--- src/design/hec_params.svh ---
// Offsets, field positions and timing figures of the encoder control store
`ifndef HEC_PARAMS_SVH
`define HEC_PARAMS_SVH

`define HEC_WORDS 12
`define HEC_WORD_W 16
`define HEC_ADDR_W 4

`define HEC_ADDR_KEY_0 4'h0
`define HEC_ADDR_KEY_1 4'h1
`define HEC_ADDR_KEY_2 4'h2
`define HEC_ADDR_KEY_3 4'h3
`define HEC_ADDR_COUNTER 4'h4
`define HEC_ADDR_RSV_A 4'h5
`define HEC_ADDR_SERIAL_LO 4'h6
`define HEC_ADDR_SERIAL_HI 4'h7
`define HEC_ADDR_UNUSED_A 4'h8
`define HEC_ADDR_UNUSED_B 4'h9
`define HEC_ADDR_RSV_B 4'hA
`define HEC_ADDR_OPTION 4'hB

`define HEC_DISC_MSB 9
`define HEC_WRAP_FIRST 10
`define HEC_WRAP_SECOND 11
`define HEC_BATT_SEL 12
`define HEC_RATE_LO 13
`define HEC_RATE_HI 14
`define HEC_SHUTOFF_EN 15
`define HEC_SERIAL_TX_W 28

`define HEC_CLOCK_HZ 10000000
`define HEC_DEBOUNCE_MS 10
`define HEC_SHUTOFF_S 25
`define HEC_ELEM_SLOW_US 400
`define HEC_ELEM_MID_US 200
`define HEC_ELEM_FAST_US 100

`endif

--- src/design/hec_pkg.sv ---
// Types shared by the encoder control core
package hec_pkg;
	typedef enum logic [3:0] {
		ST_SLEEP,
		ST_DEBOUNCE,
		ST_WR_COUNTER,
		ST_WR_OPTION,
		ST_ENCRYPT,
		ST_WAIT_CIPHER,
		ST_SEND,
		ST_TIMEOUT,
		ST_PROG
	} hec_state_type;
endpackage

--- src/design/hec_core.sv ---
// Control core of the code hopping encoder
`timescale 1ns/100ps
`default_nettype none
`include "hec_params.svh"

// Functional notes
// - Wake on any switch, debounce 10 ms
// - Encrypt counter, discrimination and buttons together
// - New button mid-word restarts processing
// - Partial release ignored; full release finishes, sleeps
// - Store holds twelve 16-bit words
// - Key in words 0-3, word 0 lowest
// - Word 4 counter written back each transmission
// - Counter incremented before encryption
// - Serial in words 6-7, 28 bits sent
// - Serial bit 31 enables shutoff timer
// - Shutoff after 25 s stops transmitting
// - Word 11 bits 0-9 discrimination value
// - Option word flag and select bit layout
// - Rate bits pick element and word blanking
// - Threshold select bit chooses supply assumption
// - Wraps clear first, then second flag
// - Cleared wrap flags set again only by programming
// - Programming: third switch clocks, pulse pin data
module hec_core
	import hec_pkg::*;
#(
	parameter int DEBOUNCE_CYCLES = `HEC_DEBOUNCE_MS * (`HEC_CLOCK_HZ / 1000),
	parameter int SHUTOFF_CYCLES = `HEC_SHUTOFF_S * `HEC_CLOCK_HZ
) (
	// Clock and reset
	input wire logic clock,
	input wire logic resetn,
	// Switch inputs
	input wire logic switch_in_a,
	input wire logic switch_in_b,
	input wire logic switch_in_c_prog_clock,
	input wire logic prog_mode,
	// Pulse pin, data line while programming
	input wire logic pulse_in,
	output logic pulse_out,
	output logic pulse_oe_n,
	// Cipher engine
	output logic cipher_start,
	output logic [63:0] cipher_key,
	output logic [31:0] cipher_plain,
	input wire logic cipher_done,
	input wire logic [31:0] cipher_result,
	// Code word framing stage
	output logic word_start,
	output logic word_send,
	output logic [31:0] word_hop,
	output logic [27:0] word_serial,
	output logic [3:0] word_buttons,
	output logic element_tick,
	input wire logic word_done,
	// Status
	output logic awake,
	output logic timeout_active,
	output logic battery_threshold_select,
	output logic rate_select_lo,
	output logic rate_select_hi
);
	localparam int ELEM_SLOW = `HEC_ELEM_SLOW_US * (`HEC_CLOCK_HZ / 1000000);
	localparam int ELEM_MID = `HEC_ELEM_MID_US * (`HEC_CLOCK_HZ / 1000000);
	localparam int ELEM_FAST = `HEC_ELEM_FAST_US * (`HEC_CLOCK_HZ / 1000000);
	localparam int WAIT_W = $clog2(DEBOUNCE_CYCLES + 1);
	localparam int ACT_W = $clog2(SHUTOFF_CYCLES + 1);

	hec_state_type state_q, state_d;
	logic [WAIT_W-1:0] wait_q, wait_d;
	logic [ACT_W-1:0] active_q, active_d;
	logic [3:0] btn_q, btn_d;
	logic [15:0] cnt_q, cnt_d;
	logic [15:0] cfg_q, cfg_d;
	logic [31:0] hop_q, hop_d;
	logic [1:0] word_idx_q, word_idx_d;
	logic [11:0] elem_q, elem_d;
	logic tick_q, tick_d;
	logic cstart_q, cstart_d;
	logic wstart_q, wstart_d;
	logic [15:0] shift_q, shift_d;
	logic [3:0] bit_q, bit_d;
	logic [4:0] paddr_q, paddr_d;
	logic pclk_q, pclk_d;
	logic pout_q, pout_d;
	logic poe_n_q, poe_n_d;

	logic [2:0] sw_now;
	logic any_sw;
	logic pclk_rise;
	logic st_we;
	logic [3:0] st_waddr;
	logic [15:0] st_wdata;
	logic [3:0] rd_addr;
	logic [15:0] rd_data;
	logic [63:0] key_value;
	logic [15:0] counter_value;
	logic [31:0] serial_value;
	logic [15:0] option_value;
	logic [1:0] rate;
	logic [11:0] elem_reload;
	logic shutoff_en;
	logic running;

	hec_store u_store (
		.clock(clock),
		.wr_en(st_we),
		.wr_addr(st_waddr),
		.wr_data(st_wdata),
		.rd_addr(rd_addr),
		.rd_data(rd_data),
		.key_value(key_value),
		.counter_value(counter_value),
		.serial_value(serial_value),
		.option_value(option_value)
	);

	assign sw_now = {switch_in_c_prog_clock, switch_in_b, switch_in_a};
	assign any_sw = |sw_now;
	assign pclk_rise = switch_in_c_prog_clock && !pclk_q;
	assign rate = {option_value[`HEC_RATE_HI], option_value[`HEC_RATE_LO]};
	assign shutoff_en = serial_value[16 + `HEC_SHUTOFF_EN];
	assign running = (state_q != ST_SLEEP) && (state_q != ST_PROG) &&
		(state_q != ST_TIMEOUT);
	// Readback walks the same twelve words after loading
	assign rd_addr = 4'(paddr_q - 5'(`HEC_WORDS));

	// Basic pulse element per rate code
	always_comb begin
		case (rate)
			2'b00: elem_reload = 12'(ELEM_SLOW - 1);
			2'b01: elem_reload = 12'(ELEM_MID - 1);
			default: elem_reload = 12'(ELEM_FAST - 1);
		endcase
	end

	// Store write mux: counter, option word, or programmer
	always_comb begin
		st_we = 1'b0;
		st_waddr = `HEC_ADDR_COUNTER;
		st_wdata = cnt_q;
		case (state_q)
			ST_WR_COUNTER: begin
				st_we = 1'b1;
			end
			ST_WR_OPTION: begin
				st_we = 1'b1;
				st_waddr = `HEC_ADDR_OPTION;
				st_wdata = cfg_q;
			end
			ST_PROG: begin
				st_we = pclk_rise && (paddr_q < 5'(`HEC_WORDS)) &&
					(bit_q == 4'hF);
				st_waddr = paddr_q[3:0];
				st_wdata = {shift_q[14:0], pulse_in};
			end
			default: begin
				st_we = 1'b0;
			end
		endcase
	end

	always_comb begin
		state_d = state_q;
		wait_d = wait_q;
		active_d = active_q;
		btn_d = btn_q;
		cnt_d = cnt_q;
		cfg_d = cfg_q;
		hop_d = hop_q;
		word_idx_d = word_idx_q;
		elem_d = elem_q;
		tick_d = 1'b0;
		cstart_d = 1'b0;
		wstart_d = 1'b0;
		shift_d = shift_q;
		bit_d = bit_q;
		paddr_d = paddr_q;
		pclk_d = switch_in_c_prog_clock;
		pout_d = pout_q;
		poe_n_d = 1'b1;
		case (state_q)
			ST_SLEEP: begin
				if (prog_mode) begin
					state_d = ST_PROG;
					bit_d = 4'h0;
					paddr_d = 5'h00;
					pclk_d = 1'b1;
				end else if (any_sw) begin
					state_d = ST_DEBOUNCE;
					wait_d = WAIT_W'(DEBOUNCE_CYCLES - 1);
					active_d = '0;
				end
			end
			ST_DEBOUNCE: begin
				if (wait_q != '0) begin
					wait_d = wait_q - 1'b1;
				end else if (any_sw) begin
					btn_d = {1'b0, sw_now};
					cnt_d = counter_value + 16'h0001;
					cfg_d = option_value;
					// Flags only ever go to zero here
					if (counter_value == 16'hFFFF) begin
						if (option_value[`HEC_WRAP_FIRST]) begin
							cfg_d[`HEC_WRAP_FIRST] = 1'b0;
						end else begin
							cfg_d[`HEC_WRAP_SECOND] = 1'b0;
						end
					end
					state_d = ST_WR_COUNTER;
				end else begin
					state_d = ST_SLEEP;
				end
			end
			ST_WR_COUNTER: begin
				state_d = ST_WR_OPTION;
			end
			ST_WR_OPTION: begin
				state_d = ST_ENCRYPT;
			end
			ST_ENCRYPT: begin
				cstart_d = 1'b1;
				state_d = ST_WAIT_CIPHER;
			end
			ST_WAIT_CIPHER: begin
				if (cipher_done) begin
					hop_d = cipher_result;
					word_idx_d = 2'b00;
					wstart_d = 1'b1;
					elem_d = elem_reload;
					state_d = ST_SEND;
				end
			end
			ST_SEND: begin
				if (elem_q == 12'h000) begin
					elem_d = elem_reload;
					tick_d = 1'b1;
				end else begin
					elem_d = elem_q - 12'h001;
				end
				if ((sw_now & ~btn_q[2:0]) != 3'b000) begin
					state_d = ST_DEBOUNCE;
					wait_d = WAIT_W'(DEBOUNCE_CYCLES - 1);
				end else if (word_done) begin
					if (any_sw) begin
						word_idx_d = word_idx_q + 2'b01;
						wstart_d = 1'b1;
					end else begin
						state_d = ST_SLEEP;
					end
				end
			end
			ST_TIMEOUT: begin
				if (!any_sw) begin
					state_d = ST_SLEEP;
				end
			end
			ST_PROG: begin
				// Programmer writes all twelve words, 0 to 11; loaded as sent
				if (!prog_mode) begin
					state_d = ST_SLEEP;
				end else if (pclk_rise) begin
					if (paddr_q < 5'(`HEC_WORDS)) begin
						shift_d = {shift_q[14:0], pulse_in};
						bit_d = bit_q + 4'h1;
						if (bit_q == 4'hF) begin
							paddr_d = paddr_q + 5'h01;
						end
					end else if (paddr_q < 5'(2 * `HEC_WORDS)) begin
						pout_d = rd_data[4'hF - bit_q];
						bit_d = bit_q + 4'h1;
						if (bit_q == 4'hF) begin
							paddr_d = paddr_q + 5'h01;
						end
					end
				end
				// Drive the line only during readback
				poe_n_d = !((paddr_q >= 5'(`HEC_WORDS)) &&
					(paddr_q < 5'(2 * `HEC_WORDS)) && prog_mode);
			end
			default: begin
				state_d = ST_SLEEP;
			end
		endcase
		// Stuck-button guard overrides every awake state except ST_PROG and ST_TIMEOUT
		if (running && shutoff_en) begin
			if (active_q == ACT_W'(SHUTOFF_CYCLES - 1)) begin
				state_d = ST_TIMEOUT;
				wstart_d = 1'b0;
				cstart_d = 1'b0;
			end else begin
				active_d = active_q + 1'b1;
			end
		end
	end

	always_ff @(posedge clock) begin
		if (!resetn) begin
			state_q <= ST_SLEEP;
			wait_q <= '0;
			active_q <= '0;
			btn_q <= 4'h0;
			cnt_q <= 16'h0000;
			cfg_q <= 16'h0000;
			hop_q <= 32'h00000000;
			word_idx_q <= 2'b00;
			elem_q <= 12'h000;
			tick_q <= 1'b0;
			cstart_q <= 1'b0;
			wstart_q <= 1'b0;
			shift_q <= 16'h0000;
			bit_q <= 4'h0;
			paddr_q <= 5'h00;
			pclk_q <= 1'b1;
			pout_q <= 1'b0;
			poe_n_q <= 1'b1;
		end else begin
			state_q <= state_d;
			wait_q <= wait_d;
			active_q <= active_d;
			btn_q <= btn_d;
			cnt_q <= cnt_d;
			cfg_q <= cfg_d;
			hop_q <= hop_d;
			word_idx_q <= word_idx_d;
			elem_q <= elem_d;
			tick_q <= tick_d;
			cstart_q <= cstart_d;
			wstart_q <= wstart_d;
			shift_q <= shift_d;
			bit_q <= bit_d;
			paddr_q <= paddr_d;
			pclk_q <= pclk_d;
			pout_q <= pout_d;
			poe_n_q <= poe_n_d;
		end
	end

	// Plaintext: buttons, option bits 0-11, fresh counter
	assign cipher_plain = {btn_q, cfg_q[`HEC_WRAP_SECOND:0], cnt_q};
	assign cipher_key = key_value;
	assign cipher_start = cstart_q;
	assign word_start = wstart_q;
	assign word_hop = hop_q;
	assign word_serial = serial_value[`HEC_SERIAL_TX_W-1:0];
	assign word_buttons = btn_q;
	assign element_tick = tick_q;
	// Blanking keeps average power down on the faster rates
	assign word_send = (rate == 2'b00) ? 1'b1 :
		(rate == 2'b11) ? (word_idx_q == 2'b00) :
		!word_idx_q[0];
	assign pulse_out = pout_q;
	assign pulse_oe_n = poe_n_q;
	assign awake = (state_q != ST_SLEEP);
	assign timeout_active = (state_q == ST_TIMEOUT);
	assign battery_threshold_select = option_value[`HEC_BATT_SEL];
	assign rate_select_lo = option_value[`HEC_RATE_LO];
	assign rate_select_hi = option_value[`HEC_RATE_HI];
endmodule
`default_nettype wire

--- src/design/hec_store.sv ---
// Twelve-word nonvolatile parameter array
`timescale 1ns/100ps
`default_nettype none
`include "hec_params.svh"

module hec_store #(
	parameter int WORDS = `HEC_WORDS
) (
	// Clock
	input wire logic clock,
	// Write port
	input wire logic wr_en,
	input wire logic [3:0] wr_addr,
	input wire logic [15:0] wr_data,
	// Read port
	input wire logic [3:0] rd_addr,
	output logic [15:0] rd_data,
	// Fixed views
	output logic [63:0] key_value,
	output logic [15:0] counter_value,
	output logic [31:0] serial_value,
	output logic [15:0] option_value
);
	// No reset: contents survive power-down
	logic [15:0] mem_q [WORDS];

	always_ff @(posedge clock) begin
		if (wr_en && (32'(wr_addr) < WORDS)) begin
			mem_q[wr_addr] <= wr_data;
		end
	end

	assign rd_data = (32'(rd_addr) < WORDS) ? mem_q[rd_addr] : 16'h0000;
	assign key_value = {mem_q[`HEC_ADDR_KEY_3], mem_q[`HEC_ADDR_KEY_2],
		mem_q[`HEC_ADDR_KEY_1], mem_q[`HEC_ADDR_KEY_0]};
	assign counter_value = mem_q[`HEC_ADDR_COUNTER];
	assign serial_value = {mem_q[`HEC_ADDR_SERIAL_HI],
		mem_q[`HEC_ADDR_SERIAL_LO]};
	assign option_value = mem_q[`HEC_ADDR_OPTION];
endmodule
`default_nettype wire

--- config.mk ---
export PLATFORM = sky130hd
export DESIGN_NAME = hec_core
export DESIGN_NICKNAME = d
export VERILOG_FILES = /design/src/design/hec_pkg.sv /design/src/design/hec_core.sv /design/src/design/hec_store.sv
export VERILOG_INCLUDE_DIRS = /design/src /design/src/design
export SDC_FILE = /design/constraint.sdc
export NUM_CORES = 1
export LEC_CHECK = 0
export BUFFER_PORTS_ARGS = -buffer_cell sky130_fd_sc_hd__buf_2
export CAP_MARGIN = 20
export CELL_PAD_IN_SITES_DETAIL_PLACEMENT = 0
export CELL_PAD_IN_SITES_GLOBAL_PLACEMENT = 1
export CORE_MARGIN = 8
export CORE_UTILIZATION = 40
export DETAILED_ROUTE_END_ITERATION = 8
export GPL_TIMING_DRIVEN = 0
export PLACE_DENSITY_LB_ADDON = 0.1
export SLEW_MARGIN = 20
export SYNTH_ARGS = -nofsm -noshare
export SYNTH_HDL_FRONTEND = slang
export SYNTH_SLANG_ARGS = --single-unit
--- constraint.sdc ---
create_clock -name clock -period 3.3 [get_ports clock]
set_input_delay 0.33 -clock clock [delete_from_list [all_inputs] [get_ports clock]]
set_output_delay 0.33 -clock clock [all_outputs]
set_load 0.1 [all_outputs]
Word level (Yosys, flattened, before mapping)

Memory sizes are Yosys's and may differ from the RTL's.
Cells that the tools add are included.

Reduce and logical (&&, ||, !) cells: 34
Eq/ne operators: 27
Multiplexer cells: 69
Bitwise logic cells: 4
$add $sub $neg: 9
Magnitude comparators: 6

Operators with widths:

| kind                  | number |
|---|---|
| $mux 28               | 5 |
| $mux 17               | 4 |
| $mux 4                | 15 |
| $pmux 17 s3           | 1 |
| $pmux 12 s2           | 2 |
| $pmux 4 s9            | 1 |
| $pmux 16 s2           | 1 |
| $mux 5                | 6 |
| $add 28x1->28 const B | 1 |
| $eq 28x28->1 const B  | 1 |
| $mux 12               | 2 |
| $ne 2x2->1 const B    | 11 |
| $reduce_and 5->1      | 4 |
| $mux 1                | 18 |
| $reduce_bool 17->1    | 1 |
| $sub 17x1->17 const B | 1 |
| $add 16x1->16 const B | 1 |
| $eq 16x16->1 const B  | 1 |
| $eq 4x3->1 const B    | 4 |
| $mux 16               | 1 |
| $pmux 4 s2            | 2 |
| $logic_not 12->1      | 1 |
| $mux 2                | 6 |
| $sub 12x1->12 const B | 1 |
| 37 further kinds      | 58 |

Bits in writable memories: 192
Word-level logic and storage cells: 168
Memories: 1
Bits of input ports: 41
Output and inout port bits: 171
Flip-flop bits (word level): 160

Memory list:

| memory        | depth | width | rd ports | clocked after Yosys merged registers in | wr ports | RTL line        | text |
|---|---|---|---|---|---|---|---|
| u_store.mem_q | 12    | 16    | 9        | 0                                       | 1        | hec_store.sv:25 | `logic [15:0] mem_q [WORDS];` |

Logic depth before layout (Yosys ltp)

Gate-level depths: netlist (run 1).

Depth after elaboration: 8
Depth in mapped cells: 14
Depth with buffers taken out: 9

Modules after synthesis

From an unflattened synthesis (run 1), not the netlist that was laid out.

Cells, all modules: 1353
Area, all modules: 15476.1 sq um

Modules (own cells, without submodules):

| module    | cells an instance | times used | area each (sq um) | sequential area each (sq um) |
|---|---|---|---|---|
| hec_core  | 992               | 1          | 8003.9            | 3203.1 |
| hec_store | 361               | 1          | 7472.2            | 5765.5 |

Least setup slack after synthesis (run 1)

OpenSTA, ideal clock, no wires.

Path type: flip-flop to flip-flop
Start: register paddr_q[2]
End: register pout_q (netlist: pulse_out)
Arrival time: 3061 ps
Clock period less this slack: 3148 ps
Path buffers: 5
Setup slack: 152 ps
Stages on the path, launching flop included: 14
Cells stage by stage: dfxtp_1 -> clkbuf_1 -> buf_1 -> inv_1 -> buf_1 -> ha_1 -> clkbuf_1 -> clkinv_1 -> clkbuf_1 -> o211ai_1 -> a211oi_1 -> o311ai_0 -> a31oi_1 -> o31ai_1

Word-level cells in the longest chain between the ends: 5

Ends and longest elaborated chain:

| element                                            | RTL line        | text |
|---|---|---|
| start: declaration                                 | hec_core.sv:84  | `logic [4:0] paddr_q, paddr_d;` |
| start signal: assignment                           | hec_core.sv:333 | `paddr_q <= paddr_d;` |
| $sub 4x4->4                                        | hec_core.sv:127 | `` assign rd_addr = 4'(paddr_q - 5'(`HEC_WORDS)); `` |
| $mem_v2 12x16 / $lt 4x4->1 (equally long branches) | -               |  |
| $mux 16                                            | hec_store.sv:33 | `assign rd_data = (32'(rd_addr) < WORDS) ? mem_q[rd_addr] : 16'h0000;` |
| $bmux 1 s4                                         | hec_core.sv:271 | `pout_d = rd_data[4'hF - bit_q];` |
| $mux 1 (not written as such)                       | hec_core.sv:271 |  |
| end signal: assignment                             | hec_core.sv:335 | `pout_q <= pout_d;` |
| end: declaration                                   | hec_core.sv:86  | `logic pout_q, pout_d;` |

Several ways; a longest one is shown, not always the timed one. The select of a mux whose other input is x is not followed.
A chain may end at the register's enable or synchronous reset.

Final worst setup path (run 1)

Start: register paddr_q[1]
End: register pout_q (netlist: pulse_out)

The elaborated chain is that of the path after synthesis.

==> metrics, run 1 <==
outcome finished, final reports clean; Crit. End Element register; sw power 2.629 mW; final instance area 0.02224 mm²; DP Cell Count 2312; Critical Path AT 3650 ps; DP HPWL 37890 µm; initial antenna violation count 1; CP max-delay cell clkbuf_1; Cells after Synth 1445; Slew @ Worst Pin 1029 ps; Max Cap Viol 0; Main synth FF type edfxtp_1; drt total wl 53420 µm; core area 0.04422 mm²; DRC viols 0; min Tclk post-route 3157 ps; CP max FO 10; synth unique cells 70; fin nets 1864; period utilisation layout 0.9568; switching share of power 0.2278; die area 0.05192 mm²; Yosys reg bits 416; worst-skew pair later-pin latency 590 ps; pin count of the biggest net entering global routing 17; Pint 8.910 mW; DRT Pass-1 Iters 5; GP Congestion 0.8211; Seq/Total Area, Yosys 0.6066; Post-synth EDFFs 256; WL/cell 21.86 µm; WP data required 3790 ps; layout cells sized above 1 0.2663; DR vias/cell 5.179; total gr overflow 0; Syn. warnings 0; commonest cells after routing, fill and taps aside edfxtp_1 (256), buf_2 (223), nand2_1 (202), dfxtp_1 (160), nor2_1 (88); Static Leakage 8.546 nW; clock tree sinks 416; vias in the first global route 12.75k; RSZ-0062 raised after global routing no; n_diodes 0; clk slew on worst S/H paths 70 ps; CTS Buf Count 47; root buf cell clkbuf_16; CTS tree done; Hold Path Class in2reg; final hold viol count 0; CP dominant cell by count o31ai_1; Comb pwr share 0.058; Antenna Nets Post-Route 0; crit-path max cell delay 610 ps; Layout Skew 22.31 ps; fin cells 2443; Clk network pwr share 0.458; Slew Viols, Final 0; startpoint types register; fmax 316.7 MHz; first-pass GRT wire length 80560 µm; htree depth 2; setup TNS 0 ps; Site Rows 77; io pins 212; DR vias 12.65k; most common cell after layout, fill and taps aside edfxtp_1; Post-Syn Area 0.01795 mm²; I/O Buffers 208; clk buf depth 3; Final Power 11.54 mW; sequential power share 0.484; Iteration-0 DRC Markers 1102; Die Span Y 227.9 µm; Placed Area 0.02012 mm²; WS Path Type reg2reg; Total GRT Usage 0.2009; pwr/cell area 518.7 mW/mm²; Synth async-reset ratio 0; worst vdd rail ir drop 0.0004320 V; Layout area overhead 23.89%; mean post-synth cell area 12.43 µm²; DIE WIDTH 227.9 µm; Slew HR 0.3088; worst-path cell chain buf_2 > clkbuf_1 > clkbuf_2 > nand2_1 > a2111oi_0 > nor4_1 > o211ai_1 > o31ai_1 > o31ai_1; Starting Density 0.4060; final setup violation count 0
critical path: cells and delay by family, from the launching register on:
family,cells,cell delay [ps]
DFF,1,330
AOI/OAI and AO/OA,4,1070
and+or+nand+nor,2,260
buffers and inverters,3,1390
power by group through the flow:
stage | registers, mW | clock network [mW] | logic [mW]
final | 5.59 | 5.28 | 0.666
after global routing | 5.59 | 5.60 | 0.725
after CTS | 5.59 | 5.41 | 0.668
after detailed placement | 5.70 | 0 | 0.636
after global placement | 5.70 | 0 | 0.633
after floorplan | 5.70 | 0 | 0.445
cell usage after synthesis (23+ instances only):
library cell / number / area share
inv_1: 26 / 0.0054
nor2b_1: 27 / 0.0094
a21boi_0: 52 / 0.022
mux4_2: 56 / 0.070
o21ai_0: 29 / 0.0081
nor3_1: 23 / 0.0064
xor2_1: 29 / 0.014
xnor2_1: 26 / 0.013
dfxtp_1: 160 / 0.18
edfxtp_1: 256 / 0.43
buf_4: 49 / 0.020
nor2_1: 101 / 0.021
clkbuf_1: 48 / 0.010
nand3_1: 43 / 0.012
mux2i_1: 40 / 0.022
nand2_1: 202 / 0.042
a22oi_1: 24 / 0.010
metal layers:
metal	global-route usage	up-vias	part of all wire
met1	0.2752	6236	0.46
met5	0	-	0
met4	0.05795	0	0.021
li1	-	5926	-
met3	0.03438	78	0.060
met2	0.3254	413	0.46
cell families (layout without fill, tap and decap cells):
| group | Yosys count | after routing | synth area share |
|---|---|---|---|
| other | 1 | 66 | 0.0002089 |
| AO/OA/AOI/OAI | 214 | 214 | 0.08857 |
| flip-flops | 416 | 416 | 0.6066 |
| XOR/XNOR | 55 | 55 | 0.02683 |
| multiplexers | 97 | 97 | 0.09317 |
| buffers and inverters | 146 | 487 | 0.04383 |
| adder cells (fa/ha/maj) | 11 | 11 | 0.007665 |
| AND/OR/NAND/NOR | 505 | 505 | 0.1332 |
path summary, 6_finish.rpt:
kind | end | startpoint | cells after the start | slack (ps)
min reg2reg | word_hop[16] | word_hop[16] | 2 | 460
max | pulse_out | paddr_q[1] | 9 | 140
min | word_hop[15] | cipher_result[15] | 3 | 40
max reg2reg | pulse_out | paddr_q[1] | 9 | 140
per-stage QoR:
stage               setup WS (ps)    util  hold WS (ps)
floorplan                   151.6       -         436.6
global placement            -1853  0.4518         446.2
detailed placement          -1786  0.4549         453.7
CTS                         35.66  0.5022        0.5156
global route               0.8098  0.5030         30.15
finish                      142.5  0.5030         37.22
cell type report:
class                           count  area [µm²]
Clock buffer                       64        1343
Fill cell                        3967       21980
Inverter                           27       102.6
Tap cell                          592       740.7
Buffer                            118       695.7
Sequential cell                   416       10890
Multi-Input combinational cell    948        6638
Timing Repair Buffer              254        1614
Clock inverter                     24       220.2
state kept, by name, indices dropped and copies added (netlist names):
signal,cells
word_idx_q,2
cipher_start,1
pclk_q,1
elem_q,12
cnt_q,16
element_tick,1
state_q,4
bit_q,4
paddr_q,5
u_store.mem_q,256
wait_q,17
active_q,28
word_buttons,3
shift_q,15
pulse_oe_n,1
word_hop,32
cfg_q,16
word_start,1
pulse_out,1
what timing repair did:
action | CTS | global route
endpoints found under the setup margin | 174 | 353
hold buffers | 30 | 0
pin swaps | 8 | 1
gates resized for setup | 14 | 7
hold endpoints to repair | 30 | 0
buffers inserted | 13 | 1
No activity file was read; power rests on OpenSTA's default activity.
==> run 2, diff against run 1 <==
--- a/config.mk
+++ b/config.mk
@@ -6,6 +6,7 @@
 export SDC_FILE = /design/constraint.sdc
 export NUM_CORES = 1
 export LEC_CHECK = 0
+export ABC_CLOCK_PERIOD_IN_PS = 3300
 export BUFFER_PORTS_ARGS = -buffer_cell sky130_fd_sc_hd__buf_2
 export CAP_MARGIN = 20
 export CELL_PAD_IN_SITES_DETAIL_PLACEMENT = 0
@@ -15,6 +16,7 @@
 export DETAILED_ROUTE_END_ITERATION = 8
 export GPL_TIMING_DRIVEN = 0
 export PLACE_DENSITY_LB_ADDON = 0.1
+export REMOVE_ABC_BUFFERS = 1
 export SLEW_MARGIN = 20
 export SYNTH_ARGS = -nofsm -noshare
 export SYNTH_HDL_FRONTEND = slang
==> metrics, run 2 (same netlist as run 1, synthesis figures left out) <==
DR vias 12.10k (-4.4%); Layout Skew 17.25 ps (-5.061 ps); DIE WIDTH 227.9 µm (unchanged); number of flip-flops in the largest register 256 (unchanged); commonest cells after routing, fill and taps aside edfxtp_1 (256), buf_2 (208), nand2_1 (201), dfxtp_1 (157), nor2_1 (88); die area 0.05192 mm² (unchanged); Iteration-0 DRC Markers 811 (-26%); Antenna Nets Post-Route 0 (unchanged); CTS tree done; period utilisation layout 0.9189 (-0.03796); worst-skew pair later-pin latency 570 ps (-20 ps); pwr/cell area 513.4 mW/mm² (-1.0%); WS Path Type reg2reg; WL/cell 21.36 µm (-2.3%); fin cells 2350 (-3.8%); Die Span Y 227.9 µm (unchanged); vias in the first global route 12.27k (-3.8%); worst vdd rail ir drop 0.0003797 V (-12%); Slew Viols, Final 0 (unchanged); Pint 8.821 mW (-1.0%); fin nets 1774 (-4.8%); WHS Path Cells 3 (unchanged); DR vias/cell 5.149 (-0.58%); Worst R2R Start paddr_q[1]; Critical Path AT 3480 ps (-170 ps); Crit. End Element register; clk buf depth 3 (unchanged); setup TNS 0 ps (unchanged); DP HPWL 34100 µm (-10%); startpoint types register; RSZ-0062 raised after global routing no; n_diodes 0 (unchanged); final instance area 0.02205 mm² (-0.88%); root buf cell clkbuf_16; Hold Path Class in2reg; CTS Buf Count 47 (unchanged); Comb pwr share 0.054 (-0.004); final setup violation count 0 (unchanged); clk slew on worst S/H paths 60 ps (about the same); Layout area overhead 22.79%; logic depth of the worst register-to-register path 7 (-2); Placed Area 0.01999 mm² (-0.62%); first-pass GRT wire length 76520 µm (-5.0%); Max Cap Viol 0 (unchanged); sw power 2.498 mW (-5.0%); Hold Crit Start cipher_result[22]; io pins 212 (unchanged); core area 0.04422 mm² (unchanged); fmax 329.8 MHz (+4.1%); pin count of the biggest net entering global routing 98 (+81); Site Rows 77 (unchanged); sequential power share 0.496 (+0.012); final hold viol count 0 (unchanged); initial antenna violation count 0 (-1); clock tree sinks 416 (unchanged); drt total wl 50210 µm (-6.0%); Slew HR 0.3157 (+0.006895); switching share of power 0.2207 (-0.007097); CP Launch Point paddr_q[1]; DRT Pass-1 Iters 5 (unchanged); Fillers 4000 (+0.83%); GP Congestion 0.7637 (-7.0%); DP Cell Count 2216 (-4.2%); Clk network pwr share 0.449 (-0.009); outcome finished, final reports clean; I/O Buffers 209 (+0.48%); layout cells sized above 1 0.2571 (-0.009232); register with the most flip-flops u_store.mem_q; CP max FO 28 (+18); multi-input logic area 0.006665 mm² (+0.41%); DRC viols 0 (unchanged); htree depth 2 (unchanged); Static Leakage 8.327 nW (-2.6%); total gr overflow 0 (unchanged); FF+latch area 0.01090 mm² (about the same); most common cell after layout, fill and taps aside edfxtp_1; Total GRT Usage 0.1891 (-0.01179); WP data required 3740 ps (-50 ps); Starting Density 0.4060 (unchanged); Slew @ Worst Pin 1021 ps (-7.989 ps); min Tclk post-route 3032 ps (-125.3 ps)
-- run 2: changes by cell type in the layout (fill, tap and decap cells not counted), moves of 5 or more --
cell      change
buf_16       +13
buf_2        -15
buf_1         -5
clkinv_2      -5
clkbuf_1     -39
buf_4        -44
-- run 2: final cells by class --
type                    instances  share of cell area
inverters                      27            0.004824
well taps                     592             0.03360
clock inverters                20            0.008569
repair buffers                282             0.09699
clock buffers                  65             0.05936
multi-input cells             948              0.3023
flip-flops and latches        416              0.4944
-- run 2: per-stage QoR --
| stage | hold WS [ps] | setup WS [ps] | utilization | power [mW] |
|---|---|---|---|---|
| finish | 37.71 | 267.8 | 0.4986 | 11.32 |
| global route | 21.90 | 4.708 | 0.4986 | 11.70 |
| CTS | 1.666 | 48.18 | 0.4951 | 11.47 |
| detailed placement | 452.0 | -1522 | 0.4521 | 6.316 |
| global placement | 447.4 | -4569 | 0.4364 | 6.312 |
| floorplan | 401.8 | -1484 | - | 6.123 |
-- run 2: layer usage --
metal / track usage / vias up / wire (µm)
met5: 0 / - / 0
met4: 0.05514 / 0 / 1112
met3: 0.03562 / 56 / 2549
met2: 0.3112 / 287 / 23960
met1: 0.2526 / 6019 / 22580
li1: - / 5739 / -
-- run 2: worst max-delay path, stage by stage (launching register included) --
cell and delay, ps:
dfxtp_4 650, buf_12 290, nand2b_1 610, o221ai_1 320, o22ai_1 420, o311ai_0 190
o31ai_1 300, o31ai_1 120
-- run 2: worst paths after layout --
| check | endpoint | slack, ps |
|---|---|---|
| max | pulse_out | 270 |
| min | word_hop[22] | 40 |
| min reg2reg | word_hop[23] | 460 |
| max reg2reg | pulse_out | 270 |
-- run 2: power groups by stage --
stage / clock, mW / combinational [mW] / sequential, mW
6_report: 5.09 / 0.615 / 5.62
5_1_grt: 5.40 / 0.675 / 5.63
4_1_cts: 5.23 / 0.622 / 5.62
3_5_place_dp: 0 / 0.587 / 5.73
3_3_place_gp: 0 / 0.543 / 5.77
2_1_floorplan: 0 / 0.363 / 5.76
-- run 2: what timing repair did --
item,CTS,global route
cloned,0,0
hold buffers,31,0
setup buffers,7,11
setup endpoints to repair,124,149
gates resized for setup,6,2
hold endpoints to repair,31,0
pin swaps,2,8
